==> src/logic/codec_regs_pkg.sv <==
// Constants, register map and carrier types for the codec page, reset and power register bank.
// Assumes a single 200 MHz control clock; all offsets are byte addresses inside a register page.
package codec_regs_pkg;

    // Control clock rate in MHz, used to turn printed times into cycle counts.
    localparam int unsigned CLK_FREQ_MHZ = 200;

    // Offsets of the registers that carry behaviour in this bank.
    localparam logic [7:0] OFS_PAGE_SELECT     = 8'h00;
    localparam logic [7:0] OFS_SOFT_RESET      = 8'h01;
    localparam logic [7:0] OFS_REF_SLEEP       = 8'h02;
    localparam logic [7:0] OFS_SUPPLY_STATUS   = 8'h03;
    localparam logic [7:0] OFS_DEVICE_STATUS_A = 8'h79;
    localparam logic [7:0] OFS_DEVICE_STATUS_B = 8'h7a;
    localparam logic [7:0] OFS_CHANNEL_ENABLE  = 8'h76;

    // Page that holds this bank.
    localparam logic [7:0] BANK_PAGE = 8'h00;

    // Values after reset.
    localparam logic [7:0] RST_PAGE_SELECT     = 8'h00;
    localparam logic [7:0] RST_REF_SLEEP       = 8'h00;
    localparam logic [7:0] RST_DEVICE_STATUS_A = 8'h00;
    localparam logic [7:0] RST_DEVICE_STATUS_B = 8'h80;

    // Field positions.
    localparam int unsigned SOFT_RESET_BIT    = 0;
    localparam int unsigned REF_SLEEP_MSB     = 5;
    localparam int unsigned OVERRIDE_FLAG_BIT = 7;

    // Plain read/write configuration registers of page 0: offsets and reset values.
    localparam int unsigned NUM_GEN = 15;
    localparam logic [7:0] GEN_OFS [NUM_GEN] = '{
        8'h69, 8'h6a, 8'h6b, 8'h6c, 8'h6d, 8'h6e, 8'h6f, 8'h70,
        8'h71, 8'h72, 8'h73, 8'h76, 8'h77, 8'h78, 8'h7e};
    localparam logic [7:0] GEN_RST [NUM_GEN] = '{
        8'hc9, 8'h80, 8'h20, 8'h20, 8'h20, 8'hc9, 8'h80, 8'hc9,
        8'h80, 8'h18, 8'h18, 8'hcc, 8'h00, 8'h00, 8'h00};
    localparam logic [3:0] GEN_NONE = 4'hf;

    // Reference quick-charge times in microseconds and their cycle counts.
    localparam int unsigned QCHG_TIME0_US = 3500;
    localparam int unsigned QCHG_TIME1_US = 10000;
    localparam int unsigned QCHG_TIME2_US = 50000;
    localparam int unsigned QCHG_TIME3_US = 100000;
    localparam int unsigned QCHG0_CYCLES  = QCHG_TIME0_US * CLK_FREQ_MHZ;
    localparam int unsigned QCHG1_CYCLES  = QCHG_TIME1_US * CLK_FREQ_MHZ;
    localparam int unsigned QCHG2_CYCLES  = QCHG_TIME2_US * CLK_FREQ_MHZ;
    localparam int unsigned QCHG3_CYCLES  = QCHG_TIME3_US * CLK_FREQ_MHZ;
    localparam int unsigned QCNT_W        = 25;

    // Reference and sleep configuration fields, bit 5 down to bit 0.
    typedef struct packed {
        logic [1:0] reference_quick_charge_time;
        logic       sleep_exit_reference_en;
        logic       analog_supply_mode;
        logic       io_supply_mode;
        logic       sleep_release_n;
    } ref_sleep_cfg_type;

    // Power control outputs toward the analog blocks.
    typedef struct packed {
        logic sleep_active;
        logic digital_regulator_en;
        logic reference_en;
        logic quick_charge_active;
        logic analog_regulator_bypass;
        logic io_speed_unlimited;
    } power_ctrl_type;

    // Sequencer states.
    typedef enum logic [1:0] {
        PWR_SLEEP,
        PWR_CHARGE,
        PWR_AWAKE
    } power_state_type;

endpackage

==> src/logic/codec_page_reset_power_regs.sv <==
// Page select, software reset and reference/sleep configuration bank of the codec, with the
// page-0 channel, output and status registers. Assumes a control-bus target in front of it
// that delivers single byte writes and reads with a page-relative address, synchronous to core_clk.
//
// Summary of operation
// - An 8-bit page selector picks page 0 to 255 for later accesses.
// - Page selector sits at offset 0x0 and resets to page 0.
// - Writing 1 to the soft reset bit restores all defaults; 0 does nothing.
// - The soft reset bit clears itself and always reads back 0.
// - Reserved reset-control bits read zero; host writes only zeros there.
// - Bits 5-4 choose reference quick-charge: 3.5, 10, 50 or 100 ms.
// - Sleep exit enables digital regulator, plus reference when bit 3 set.
// - Bit 2 bypasses the analog regulator; host sets it only at 1.8V.
// - Bit 1 removes the I/O speed limit; never above 2V I/O.
// - Bit 0 low holds sleep, resets low, high leaves sleep.
// - DAC configs reset to 0xc9 and 0x80, outputs to 0x20.
// - Channel enable at 0x76 resets 0xcc, status b at 0x7a 0x80.
// - Analog supply above 2V forces bypass off and sets a status flag.
`timescale 1ns/1ps

module codec_page_reset_power_regs
    import codec_regs_pkg::*;
#(
    parameter int unsigned QCHG_CYCLES_0 = QCHG0_CYCLES,
    parameter int unsigned QCHG_CYCLES_1 = QCHG1_CYCLES,
    parameter int unsigned QCHG_CYCLES_2 = QCHG2_CYCLES,
    parameter int unsigned QCHG_CYCLES_3 = QCHG3_CYCLES
) (
    // Clock and reset.
    input  wire logic           core_clk,
    input  wire logic           rst_n,
    // Register access from the control-bus target.
    input  wire logic           reg_wr_en,
    input  wire logic           reg_rd_en,
    input  wire logic [7:0]     reg_addr,
    input  wire logic [7:0]     reg_wdata,
    output logic      [7:0]     reg_rdata,
    output logic                reg_rd_valid,
    // Analog monitors and device status sources.
    input  wire logic           analog_supply_high,
    input  wire logic [7:0]     device_status_a_in,
    input  wire logic [7:0]     device_status_b_in,
    // Control outputs.
    output logic      [7:0]     current_page,
    output logic                soft_reset_pulse,
    output logic      [7:0]     channel_enable_value,
    output power_ctrl_type      power_ctrl
);

    // Register state and next values.
    logic [7:0]        page_reg;
    logic [7:0]        page_next;
    ref_sleep_cfg_type cfg_reg;
    ref_sleep_cfg_type cfg_next;
    logic [7:0]        gen_reg [NUM_GEN];
    logic [7:0]        gen_next [NUM_GEN];
    logic [7:0]        sts_a_reg;
    logic [7:0]        sts_a_next;
    logic [7:0]        sts_b_reg;
    logic [7:0]        sts_b_next;
    logic              override_reg;
    logic              override_next;
    logic              soft_reg;
    logic              soft_next;
    logic [7:0]        rdata_reg;
    logic [7:0]        rdata_next;
    logic              rvalid_reg;
    logic              rvalid_next;

    // Power sequencer state.
    power_state_type   state_reg;
    power_state_type   state_next;
    logic [QCNT_W-1:0] cnt_reg;
    logic [QCNT_W-1:0] cnt_next;
    power_ctrl_type    pwr_reg;
    power_ctrl_type    pwr_next;

    // What an access reaches in the selected page. The page selector answers on every page;
    // everything else exists only on page 0, so on other pages every offset but the page selector decodes to nothing.
    typedef enum logic [2:0] {
        SEL_NONE,
        SEL_PAGE,
        SEL_SOFT_RESET,
        SEL_REF_SLEEP,
        SEL_SUPPLY_STATUS,
        SEL_STATUS_A,
        SEL_STATUS_B,
        SEL_GENERAL
    } reg_sel_type;

    // Decode helpers.
    logic              in_bank;
    logic [3:0]        acc_idx;
    reg_sel_type       acc_sel;

    // Maps a page-0 offset to its slot among the plain configuration registers.
    function automatic logic [3:0] gen_index(input logic [7:0] ofs);
        logic [3:0] idx;
        idx = GEN_NONE;
        for (int i = 0; i < NUM_GEN; i++) begin
            if (GEN_OFS[i] == ofs) begin
                idx = 4'(i);
            end
        end
        return idx;
    endfunction

    // Quick-charge length in cycles for a field code.
    function automatic logic [QCNT_W-1:0] charge_cycles(input logic [1:0] code);
        logic [QCNT_W-1:0] n;
        unique case (code)
            2'd0: n = QCNT_W'(QCHG_CYCLES_0);
            2'd1: n = QCNT_W'(QCHG_CYCLES_1);
            2'd2: n = QCNT_W'(QCHG_CYCLES_2);
            2'd3: n = QCNT_W'(QCHG_CYCLES_3);
        endcase
        return n;
    endfunction

    // Decodes one offset; the write and the read path share it, so a register can never be
    // writable at one offset and readable at another.
    function automatic reg_sel_type decode_sel(input logic bank, input logic [7:0] ofs);
        reg_sel_type sel;
        sel = SEL_NONE;
        if (ofs == OFS_PAGE_SELECT) begin
            sel = SEL_PAGE;
        end else if (bank) begin
            if (ofs == OFS_SOFT_RESET) begin
                sel = SEL_SOFT_RESET;
            end else if (ofs == OFS_REF_SLEEP) begin
                sel = SEL_REF_SLEEP;
            end else if (ofs == OFS_SUPPLY_STATUS) begin
                sel = SEL_SUPPLY_STATUS;
            end else if (ofs == OFS_DEVICE_STATUS_A) begin
                sel = SEL_STATUS_A;
            end else if (ofs == OFS_DEVICE_STATUS_B) begin
                sel = SEL_STATUS_B;
            end else if (gen_index(ofs) != GEN_NONE) begin
                sel = SEL_GENERAL;
            end
        end
        return sel;
    endfunction

    // Only the page selector is visible on every page; the rest of the bank lives on page 0.
    assign in_bank = (page_reg == BANK_PAGE);
    assign acc_idx = gen_index(reg_addr);
    assign acc_sel = decode_sel(in_bank, reg_addr);

    // Register write path. Soft reset is applied in the same edge as its write, so the
    // reset bit itself never needs storage and can never read back as 1.
    always_comb begin
        page_next = page_reg;
        cfg_next  = cfg_reg;
        gen_next  = gen_reg;
        soft_next = 1'b0;
        if (reg_wr_en) begin
            unique case (acc_sel)
                SEL_PAGE: begin
                    page_next = reg_wdata;
                end
                SEL_SOFT_RESET: begin
                    // Writing 0 is a no-op; reserved bits are dropped.
                    soft_next = reg_wdata[SOFT_RESET_BIT];
                end
                SEL_REF_SLEEP: begin
                    cfg_next = ref_sleep_cfg_type'(reg_wdata[REF_SLEEP_MSB:0]);
                end
                SEL_GENERAL: begin
                    gen_next[acc_idx] = reg_wdata;
                end
                // Status registers are read-only and unmapped offsets ignore writes.
                SEL_NONE, SEL_SUPPLY_STATUS, SEL_STATUS_A, SEL_STATUS_B: begin
                end
            endcase
        end
        if (soft_next) begin
            page_next = RST_PAGE_SELECT;
            cfg_next  = ref_sleep_cfg_type'(RST_REF_SLEEP[REF_SLEEP_MSB:0]);
            for (int i = 0; i < NUM_GEN; i++) begin
                gen_next[i] = GEN_RST[i];
            end
        end
    end

    // Status capture. The inputs are sampled every cycle, so a read sees a value at most one
    // cycle old; a soft reset shows the reset values for one cycle before sampling resumes.
    always_comb begin
        sts_a_next    = device_status_a_in;
        sts_b_next    = device_status_b_in;
        override_next = analog_supply_high;
        if (soft_next) begin
            sts_a_next = RST_DEVICE_STATUS_A;
            sts_b_next = RST_DEVICE_STATUS_B;
        end
    end

    // Status flip-flops.
    always_ff @(posedge core_clk) begin
        if (!rst_n) begin
            sts_a_reg    <= RST_DEVICE_STATUS_A;
            sts_b_reg    <= RST_DEVICE_STATUS_B;
            override_reg <= 1'b0;
        end else begin
            sts_a_reg    <= sts_a_next;
            sts_b_reg    <= sts_b_next;
            override_reg <= override_next;
        end
    end

    // Register read path. Unmapped offsets, and every offset but the page selector on other pages, read as zero.
    always_comb begin
        rdata_next  = 8'h00;
        rvalid_next = reg_rd_en;
        if (reg_rd_en) begin
            unique case (acc_sel)
                SEL_PAGE: begin
                    rdata_next = page_reg;
                end
                SEL_SOFT_RESET: begin
                    rdata_next = 8'h00;
                end
                SEL_REF_SLEEP: begin
                    rdata_next = 8'({cfg_reg});
                end
                SEL_SUPPLY_STATUS: begin
                    rdata_next = 8'({override_reg}) << OVERRIDE_FLAG_BIT;
                end
                SEL_STATUS_A: begin
                    rdata_next = sts_a_reg;
                end
                SEL_STATUS_B: begin
                    rdata_next = sts_b_reg;
                end
                SEL_GENERAL: begin
                    rdata_next = gen_reg[acc_idx];
                end
                SEL_NONE: begin
                    rdata_next = 8'h00;
                end
            endcase
        end
    end

    // Read answer flip-flops. Kept apart from the register file so that the answer pulse and
    // its data always move together, whatever the write path does in the same cycle.
    always_ff @(posedge core_clk) begin
        if (!rst_n) begin
            rdata_reg  <= 8'h00;
            rvalid_reg <= 1'b0;
        end else begin
            rdata_reg  <= rdata_next;
            rvalid_reg <= rvalid_next;
        end
    end

    // Register file flip-flops. A soft reset arrives here only as next values, so the
    // bank never needs a second reset path that could race the bus.
    always_ff @(posedge core_clk) begin
        if (!rst_n) begin
            page_reg     <= RST_PAGE_SELECT;
            cfg_reg      <= ref_sleep_cfg_type'(RST_REF_SLEEP[REF_SLEEP_MSB:0]);
            soft_reg     <= 1'b0;
            for (int i = 0; i < NUM_GEN; i++) begin
                gen_reg[i] <= GEN_RST[i];
            end
        end else begin
            page_reg     <= page_next;
            cfg_reg      <= cfg_next;
            soft_reg     <= soft_next;
            gen_reg      <= gen_next;
        end
    end

    // Power sequencer. Leaving sleep with the reference requested runs the quick-charge
    // timer first; clearing the sleep release bit returns to sleep at once, even mid-charge,
    // so a charge cut short restarts from the full length on the next exit.
    always_comb begin
        state_next = state_reg;
        cnt_next   = cnt_reg;
        unique case (state_reg)
            PWR_SLEEP: begin
                if (cfg_reg.sleep_release_n) begin
                    if (cfg_reg.sleep_exit_reference_en) begin
                        state_next = PWR_CHARGE;
                        cnt_next   = charge_cycles(cfg_reg.reference_quick_charge_time);
                    end else begin
                        state_next = PWR_AWAKE;
                    end
                end
            end
            PWR_CHARGE: begin
                if (cnt_reg <= QCNT_W'(1)) begin
                    state_next = PWR_AWAKE;
                    cnt_next   = '0;
                end else begin
                    cnt_next = cnt_reg - QCNT_W'(1);
                end
            end
            PWR_AWAKE: begin
                state_next = PWR_AWAKE;
            end
        endcase
        if (!cfg_reg.sleep_release_n) begin
            state_next = PWR_SLEEP;
            cnt_next   = '0;
        end
    end

    // Power outputs; all but the bypass and I/O speed bits are decoded from the next state so they move with it.
    always_comb begin
        pwr_next.sleep_active            = (state_next == PWR_SLEEP);
        pwr_next.digital_regulator_en    = (state_next != PWR_SLEEP);
        pwr_next.reference_en            = (state_next == PWR_CHARGE) ||
                                           ((state_next == PWR_AWAKE) && cfg_reg.sleep_exit_reference_en);
        pwr_next.quick_charge_active     = (state_next == PWR_CHARGE);
        // A high supply must never reach the core unregulated, whatever software asked.
        pwr_next.analog_regulator_bypass = cfg_reg.analog_supply_mode && !analog_supply_high;
        pwr_next.io_speed_unlimited      = cfg_reg.io_supply_mode;
    end

    // Power sequencer flip-flops.
    always_ff @(posedge core_clk) begin
        if (!rst_n) begin
            state_reg <= PWR_SLEEP;
            cnt_reg   <= '0;
            pwr_reg   <= '{sleep_active: 1'b1, default: 1'b0};
        end else begin
            state_reg <= state_next;
            cnt_reg   <= cnt_next;
            pwr_reg   <= pwr_next;
        end
    end

    // Outputs, all from flip-flops.
    assign reg_rdata            = rdata_reg;
    assign reg_rd_valid         = rvalid_reg;
    assign current_page         = page_reg;
    assign soft_reset_pulse     = soft_reg;
    assign channel_enable_value = gen_reg[gen_index(OFS_CHANNEL_ENABLE)];
    assign power_ctrl           = pwr_reg;

endmodule

==> config.mk <==
export PLATFORM = sky130hd
export DESIGN_NAME = codec_page_reset_power_regs
export DESIGN_NICKNAME = d
export VERILOG_FILES = /design/src/logic/codec_regs_pkg.sv /design/src/logic/codec_page_reset_power_regs.sv
export SDC_FILE = /design/constraint.sdc
export NUM_CORES = 1
export LEC_CHECK = 0
export ABC_AREA = 1
export BUFFER_PORTS_ARGS = -buffer_cell sky130_fd_sc_hd__buf_2
export CAP_MARGIN = 20
export CORE_ASPECT_RATIO = 1.25
export CORE_MARGIN = 1
export CORE_UTILIZATION = 36
export DETAILED_ROUTE_END_ITERATION = 10
export PLACE_DENSITY = 0.57
export SLEW_MARGIN = 5
export SYNTH_ARGS = -nofsm -noshare
export SYNTH_HDL_FRONTEND = slang
export SYNTH_SLANG_ARGS = --single-unit
==> constraint.sdc <==
create_clock -name core_clk -period 2.8 [get_ports core_clk]
set_input_delay 0 -clock core_clk [delete_from_list [all_inputs] [get_ports core_clk]]
set_output_delay 0 -clock core_clk [all_outputs]
set_load 0.03 [all_outputs]
==> results of run 1 <==
## what timing repair did
action,4_1_cts,5_1_grt
hold endpoints to repair,24,0
resized for setup,0,0
hold buffers,22,0
## cell type report
cell class	instances	area (µm²)	area share [%]
Clock buffer	21	470	4.00
Clock inverter	10	100	0.852
Timing Repair Buffer	125	873	7.43
Sequential cell	194	3880	33.1
Inverter	218	818	6.96
Multi-Input combinational cell	1095	5170	44.0
Tap cell	350	438	3.73
## logic make-up (layout without fill, tap and decap cells)
group / count (synthesis) / after routing / share of synthesized area, %
DFF: 194 / 194 / 37.8
adders and majority gates: 10 / 10 / 1.22
xor gates and xnor gates: 18 / 18 / 1.53
buffers and inverters: 302 / 374 / 12.0
AOI/OAI and AO/OA: 183 / 183 / 9.53
and+or+nand+nor: 884 / 884 / 37.9
## worst min-delay path by stage
stage | startpoint | endpoint | slack [ns]
2_1_floorplan | analog_supply_high | power_ctrl[1]$_SDFF_PN0_ | 0.08
4_1_cts | reg_wdata[7] | gen_reg[63]$_SDFFE_PP1P_ | 0.04
3_5_place_dp | analog_supply_high | power_ctrl[1]$_SDFF_PN0_ | 0.19
3_3_place_gp | analog_supply_high | power_ctrl[1]$_SDFF_PN0_ | 0.19
5_1_grt | reg_wdata[6] | gen_reg[62]$_SDFFE_PP1P_ | 0.05
6_report | reg_wdata[6] | gen_reg[62]$_SDFFE_PP1P_ | 0.06
## report_power, final
| part | internal, mW | switching [mW] | leakage, nW |
|---|---|---|---|
| combinational | 0.106 | 0.254 | 3.51 |
| clock | 1.30 | 1.11 | 0.280 |
| sequential | 2.77 | 0.00570 | 1.57 |
## synthesized netlist by cell type
cell type	number
buf_6	5
nor3_2	1
a41oi_1	1
nor3b_1	1
nand2_1	466
a31oi_1	3
ha_1	10
o21ai_1	1
clkinv_1	5
nand3_2	4
dfxtp_1	194
nand2_2	19
nor2_1	133
nor2_4	5
inv_1	199
nand4_1	53
xnor2_1	3
nand3b_1	17
xor2_1	15
o21ai_0	32
clkbuf_1	45
or4_1	1
nor2_8	1
a221oi_1	10
nor3_1	12
or2_2	6
buf_4	12
buf_1	6
a21oi_1	128
o211ai_1	5
nor4_1	1
o2bb2ai_1	1
o22ai_1	2
nand3_1	161
nor2_2	3
buf_2	16
inv_2	14
## critical path: stages, from the launching register on
cell     delay, ns
dfxtp_1       0.34
or4_1         0.52
nor2_1        0.09
inv_1         0.09
nor2_1        0.10
nand2_1       0.12
nand2_1       0.14
nand3_1       0.12
nor2_4        0.21
buf_4         0.34
nand2_2       0.19
nand2_1       0.10
a21oi_1       0.06
## metal layers
layer / up-vias / part of all wire (%) / track usage [%]
li1: 5163 / - / -
met2: 284 / 50 / 40.1
met1: 4748 / 43 / 27.1
met3: 39 / 4.8 / 3.40
met4: 2 / 2.3 / 7.61
met5: - / 0.034 / 0
==> out/metrics.yaml, run 1 <==
status: "finished, final reports clean"
fin_crit_sh_pct: 91.5
post-route-util_pct: 42.2
ant_nets: 0
antenna_cells: 0
dr_total_vias: 10200
hold_ws_ns: 0.0571
worstSetupEndpointType: "flip-flop"
vias_per_cell: 5.08
drive_above_1_share_pct: 11.2
setup_slack_ns: 0.238
final_common_cell: "nand2_1"
nFillCells: 2951
grt_overflow: 0
final_cell_mix: "nand2_1 (466), inv_1 (199), dfxtp_1 (194)"
clk_pin_slew_worst_paths_ns: 0.07
ctsHtreeMaxLevel: 4
row_count: 68
coreArea_mm2: 0.0278
setup_viol: 0
ys_warn_count: 0
tns_ns: 0
fp.dieH_um: 191
place_congestion: 0.926
post_cts_buffers: 0
path_max_fanout: 26
start_util_pct: 36.9
rsz0062_at_grt: "no"
grt_pass1_vias: 9537
critPathRequiredTime_ns: 3.11
final_area_mm2: 0.0118
worstReg2RegEnd: "gen_reg[105]$_SDFFE_PP0P_"
synth_seq_cells: 194
hold_viol_final: 0
worst-endpoint-arrival_ns: 2.87
maxCapViolCount: 0
yosys.cell_types.count: 37
root_buffer: "clkbuf_16"
slew-limit-headroom_pct: 50.7
r2r_cells: 12
grt_max_degree: 59
synth_area_leader_cell: "dfxtp_1"
final_net_count: 1698
die_x_um: 153
wl_um: 32100
worstReg2RegStart: "current_page[7]$_SDFFE_PP0P_"
dp_hpwl_um: 22500
dp_cells: 1960
dp_slack_ns: 0.189
placed_area_mm2: 0.0110
maxSlewViolCount: 0
wl_per_cell_um: 15.9
power_mw: 5.55
skew_ns: 0.00886
cellLeakagePower_nw: 5.35
synth_cells: 1591
cts_tree: "built"
crit_end: "gen_reg[105]$_SDFFE_PP0P_"
whs_path_depth: 3
cts_sinks: 194
fmax_mhz: 390
timing.final.crit_period_ns: 2.56
vdd_drop_max_mv: 0.284
final_cells: 2013
drtIter0Drc: 942
tightest_slew_ns: 0.732
critPathLaunch: "current_page[7]$_SDFFE_PP0P_"
syn_to_final_growth_pct: 14.3
drt_pass1_iterations: 6
ioPinCount: 69
hp-class: "in -> reg"
grtUsageTotal_pct: 22.3
synth_fp_nets: 1638
cts_buffers: 17
portBuffers: 68
drcViolationCount: 0
seq_area_frac_synth_pct: 37.8
startpoint_type: "flip-flop"
syn_area_per_cell_um2: 6.46
power_density_mw_per_mm2: 472
grt_pass1_wl_um: 50900
dieArea_mm2: 0.0292
r2r_slack_ns: 0.24
syn-cell-area_mm2: 0.0103
critPathKind: "reg -> reg"
clk_latency_ns: 0.44
cts_buffer_depth: 2
synthTopCellsByArea: "dfxtp_1 (38%), nand2_1 (17%), nand3_1 (7.8%)"
antenna_found_initial: 1
synth_top_area_share_pct: 37.8
largest_reg_flops: 112
Power figures use the tool's default switching activity.
==> inputs of run 2 (changes only) <==
--- a/config.mk
+++ b/config.mk
@@ -9,10 +9,9 @@
 export BUFFER_PORTS_ARGS = -buffer_cell sky130_fd_sc_hd__buf_2
 export CAP_MARGIN = 20
 export CORE_ASPECT_RATIO = 1.25
-export CORE_MARGIN = 1
-export CORE_UTILIZATION = 36
+export CORE_UTILIZATION = 56
 export DETAILED_ROUTE_END_ITERATION = 10
-export PLACE_DENSITY = 0.57
+export PLACE_DENSITY = 0.8
 export SLEW_MARGIN = 5
 export SYNTH_ARGS = -nofsm -noshare
 export SYNTH_HDL_FRONTEND = slang
==> out/metrics.yaml, run 2 (synthesis gave the netlist of run 1 again) <==
hp-class: "in -> reg"
vdd_drop_max_mv: 0.351  # +24%
ctsHtreeMaxLevel: 4  # unchanged
syn_to_final_growth_pct: 13.3
vias_per_cell: 5.62  # +11%
critPathLaunch: "current_page[7]$_SDFFE_PP0P_"
drt_pass1_iterations: 6  # unchanged
setup_slack_ns: 0.275  # +0.0376 ns
final_common_cell: "nand2_1"
rsz0062_at_grt: "no"
largest_reg_flops: 112  # unchanged
final_cell_mix: "nand2_1 (466), inv_1 (199), dfxtp_1 (194)"
drcViolationCount: 0  # unchanged
tns_ns: 0  # unchanged
portBuffers: 68  # unchanged
worstReg2RegStart: "current_page[7]$_SDFFE_PP0P_"
maxSlewViolCount: 0  # unchanged
dieArea_mm2: 0.0189  # -35%
postCtsHoldBufs: 23  # +4.5%
hold_viol_final: 0  # unchanged
wl_um: 30100  # -6.2%
fmax_mhz: 396  # +1.5%
path_max_fanout: 12  # -54%
critPathKind: "reg -> reg"
dp_slack_ns: 0.330  # +0.142 ns
slew-limit-headroom_pct: 48.3  # -2.4 points
clk_pin_slew_worst_paths_ns: 0.07  # about the same
worstSetupEndpointType: "flip-flop"
tightest_slew_ns: 0.773  # +0.0411 ns
crit_path_max_incr_delay_ns: 0.57  # +0.05 ns
dr_total_vias: 10600  # +3.9%
setup_viol: 0  # unchanged
wl_per_cell_um: 15.9  # -0.22%
power_density_mw_per_mm2: 483  # +2.2%
start_util_pct: 57.0  # +20 points
worst-endpoint-arrival_ns: 2.85  # -0.02 ns
dp_cells: 1837  # -6.3%
cts_resized: 0  # unchanged
nFillCells: 1573  # -47%
r2r_slack_ns: 0.28  # +0.04 ns
coreArea_mm2: 0.0180  # -35%
dp_hpwl_um: 20000  # -11%
drive_above_1_share_pct: 11.3  # +0.053 points
place_congestion: 0.939  # +1.3%
status: "finished, final reports clean"
grt_pass1_wl_um: 47900  # -6.0%
drtIter0Drc: 978  # +3.8%
cts_sinks: 194  # unchanged
cts_buffers: 17  # unchanged
grtUsageTotal_pct: 32.2  # +9.9 points
fp.dieH_um: 153  # -20%
min_from: "reg_wdata[0]"
post_cts_buffers: 0  # unchanged
crit_slowest_cell: "dlygate4sd3_1"
clk_latency_ns: 0.44  # about the same
fin_crit_sh_pct: 90.2  # -1.3 points
ant_nets: 0  # unchanged
maxCapViolCount: 0  # unchanged
ioPinCount: 69  # unchanged
antenna_found_initial: 1  # unchanged
cts_tree: "built"
grt_overflow: 0  # unchanged
die_x_um: 123  # -20%
timing.final.crit_period_ns: 2.52  # -0.0376 ns
cellLeakagePower_nw: 5.38  # +0.46%
worst_path_dominant_cell_family: "simple AND/OR/NAND/NOR gates"
final_cells: 1893  # -6.0%
root_buffer: "clkbuf_16"
crit_chain: "or4_1 > nor2_1 > inv_1 > nor2_1 > nand2_1 > inv_2 > nand3_2 > nand2_4 > nor2_1 > dlygate4sd3_1"
critPathRequiredTime_ns: 3.12  # about the same
grt_pass1_vias: 9881  # +3.6%
cts_buffer_depth: 2  # unchanged
grt_max_degree: 56  # -5.1%
skew_ns: 0.0151  # +0.00620 ns
post-route-util_pct: 64.6  # +22 points
startpoint_type: "flip-flop"
cp_common_cell: "nor2_1"
worst-path-buf-inv: 3  # +1
row_count: 55  # -19%
final_net_count: 1698  # unchanged
==> run 2: cell types whose count changed in the layout (fill, tap and decap cells not counted), sizes merged <==
| cell | before | now |
|---|---|---|
| clkbuf | 21 | 19 |
| inv | 216 | 221 |
| diode | 0 | 1 |
| buf | 103 | 102 |
| clkinv | 10 | 8 |
| dlygate4sd3 | 22 | 23 |
==> run 2: cell type report <==
type	count	area [µm²]	area share (%)
multi-input combinational	1095	5170	44.4
sequential	194	3880	33.3
timing repair buffer	125	901	7.73
inverter	218	818	7.02
clock buffer	19	453	3.89
tap	228	285	2.45
clock inverter	13	139	1.19
antenna	1	2.50	0.0215
==> run 2: final timing paths <==
| check | depth (start not counted) | to |
|---|---|---|
| setup / recovery | 10 | sts_a_reg[5]$_SDFF_PP0_ |
| setup reg to reg | 10 | sts_a_reg[5]$_SDFF_PP0_ |
| hold / removal | 5 | soft_reset_pulse$_SDFF_PN0_ |
| hold reg to reg | 2 | gen_reg[19]$_SDFFE_PP0P_ |
==> run 2: stage by stage <==
step | total power [mW] | area (µm²) | hold slack (ns)
final | 5.62 | 11600 | 0.0313
after global routing | 5.77 | 11600 | 0.0187
after CTS | 5.62 | 11600 | 0.00271
after detailed placement | 3.17 | 10800 | 0.184
after global placement | 3.16 | 10800 | 0.186
after floorplan | 3.04 | 10300 | 0.0785
==> run 2: worst register-to-register path, stage by stage (launching register included) <==
cell           delay (ns)
dfxtp_1              0.34
or4_1                0.52
nor2_1               0.10
inv_1                0.09
nor2_1               0.14
nand2_1              0.13
inv_2                0.16
nand3_2              0.13
nand2_4              0.17
nor2_1               0.07
dlygate4sd3_1        0.57
==> run 2: metal layers <==
layer / up-vias / wire length [µm] / global-route usage, %
li1: 5168 / - / -
met1: 4842 / 11900 / 38.6
met2: 504 / 14400 / 53.3
met3: 126 / 2160 / 5.19
met4: 0 / 1690 / 19.3
met5: - / 0 / 0
==> run 2: power by group <==
part	internal, mW	switching (mW)
Combinational	0.113	0.250
Clock	1.31	1.17
Sequential	2.77	0.00675
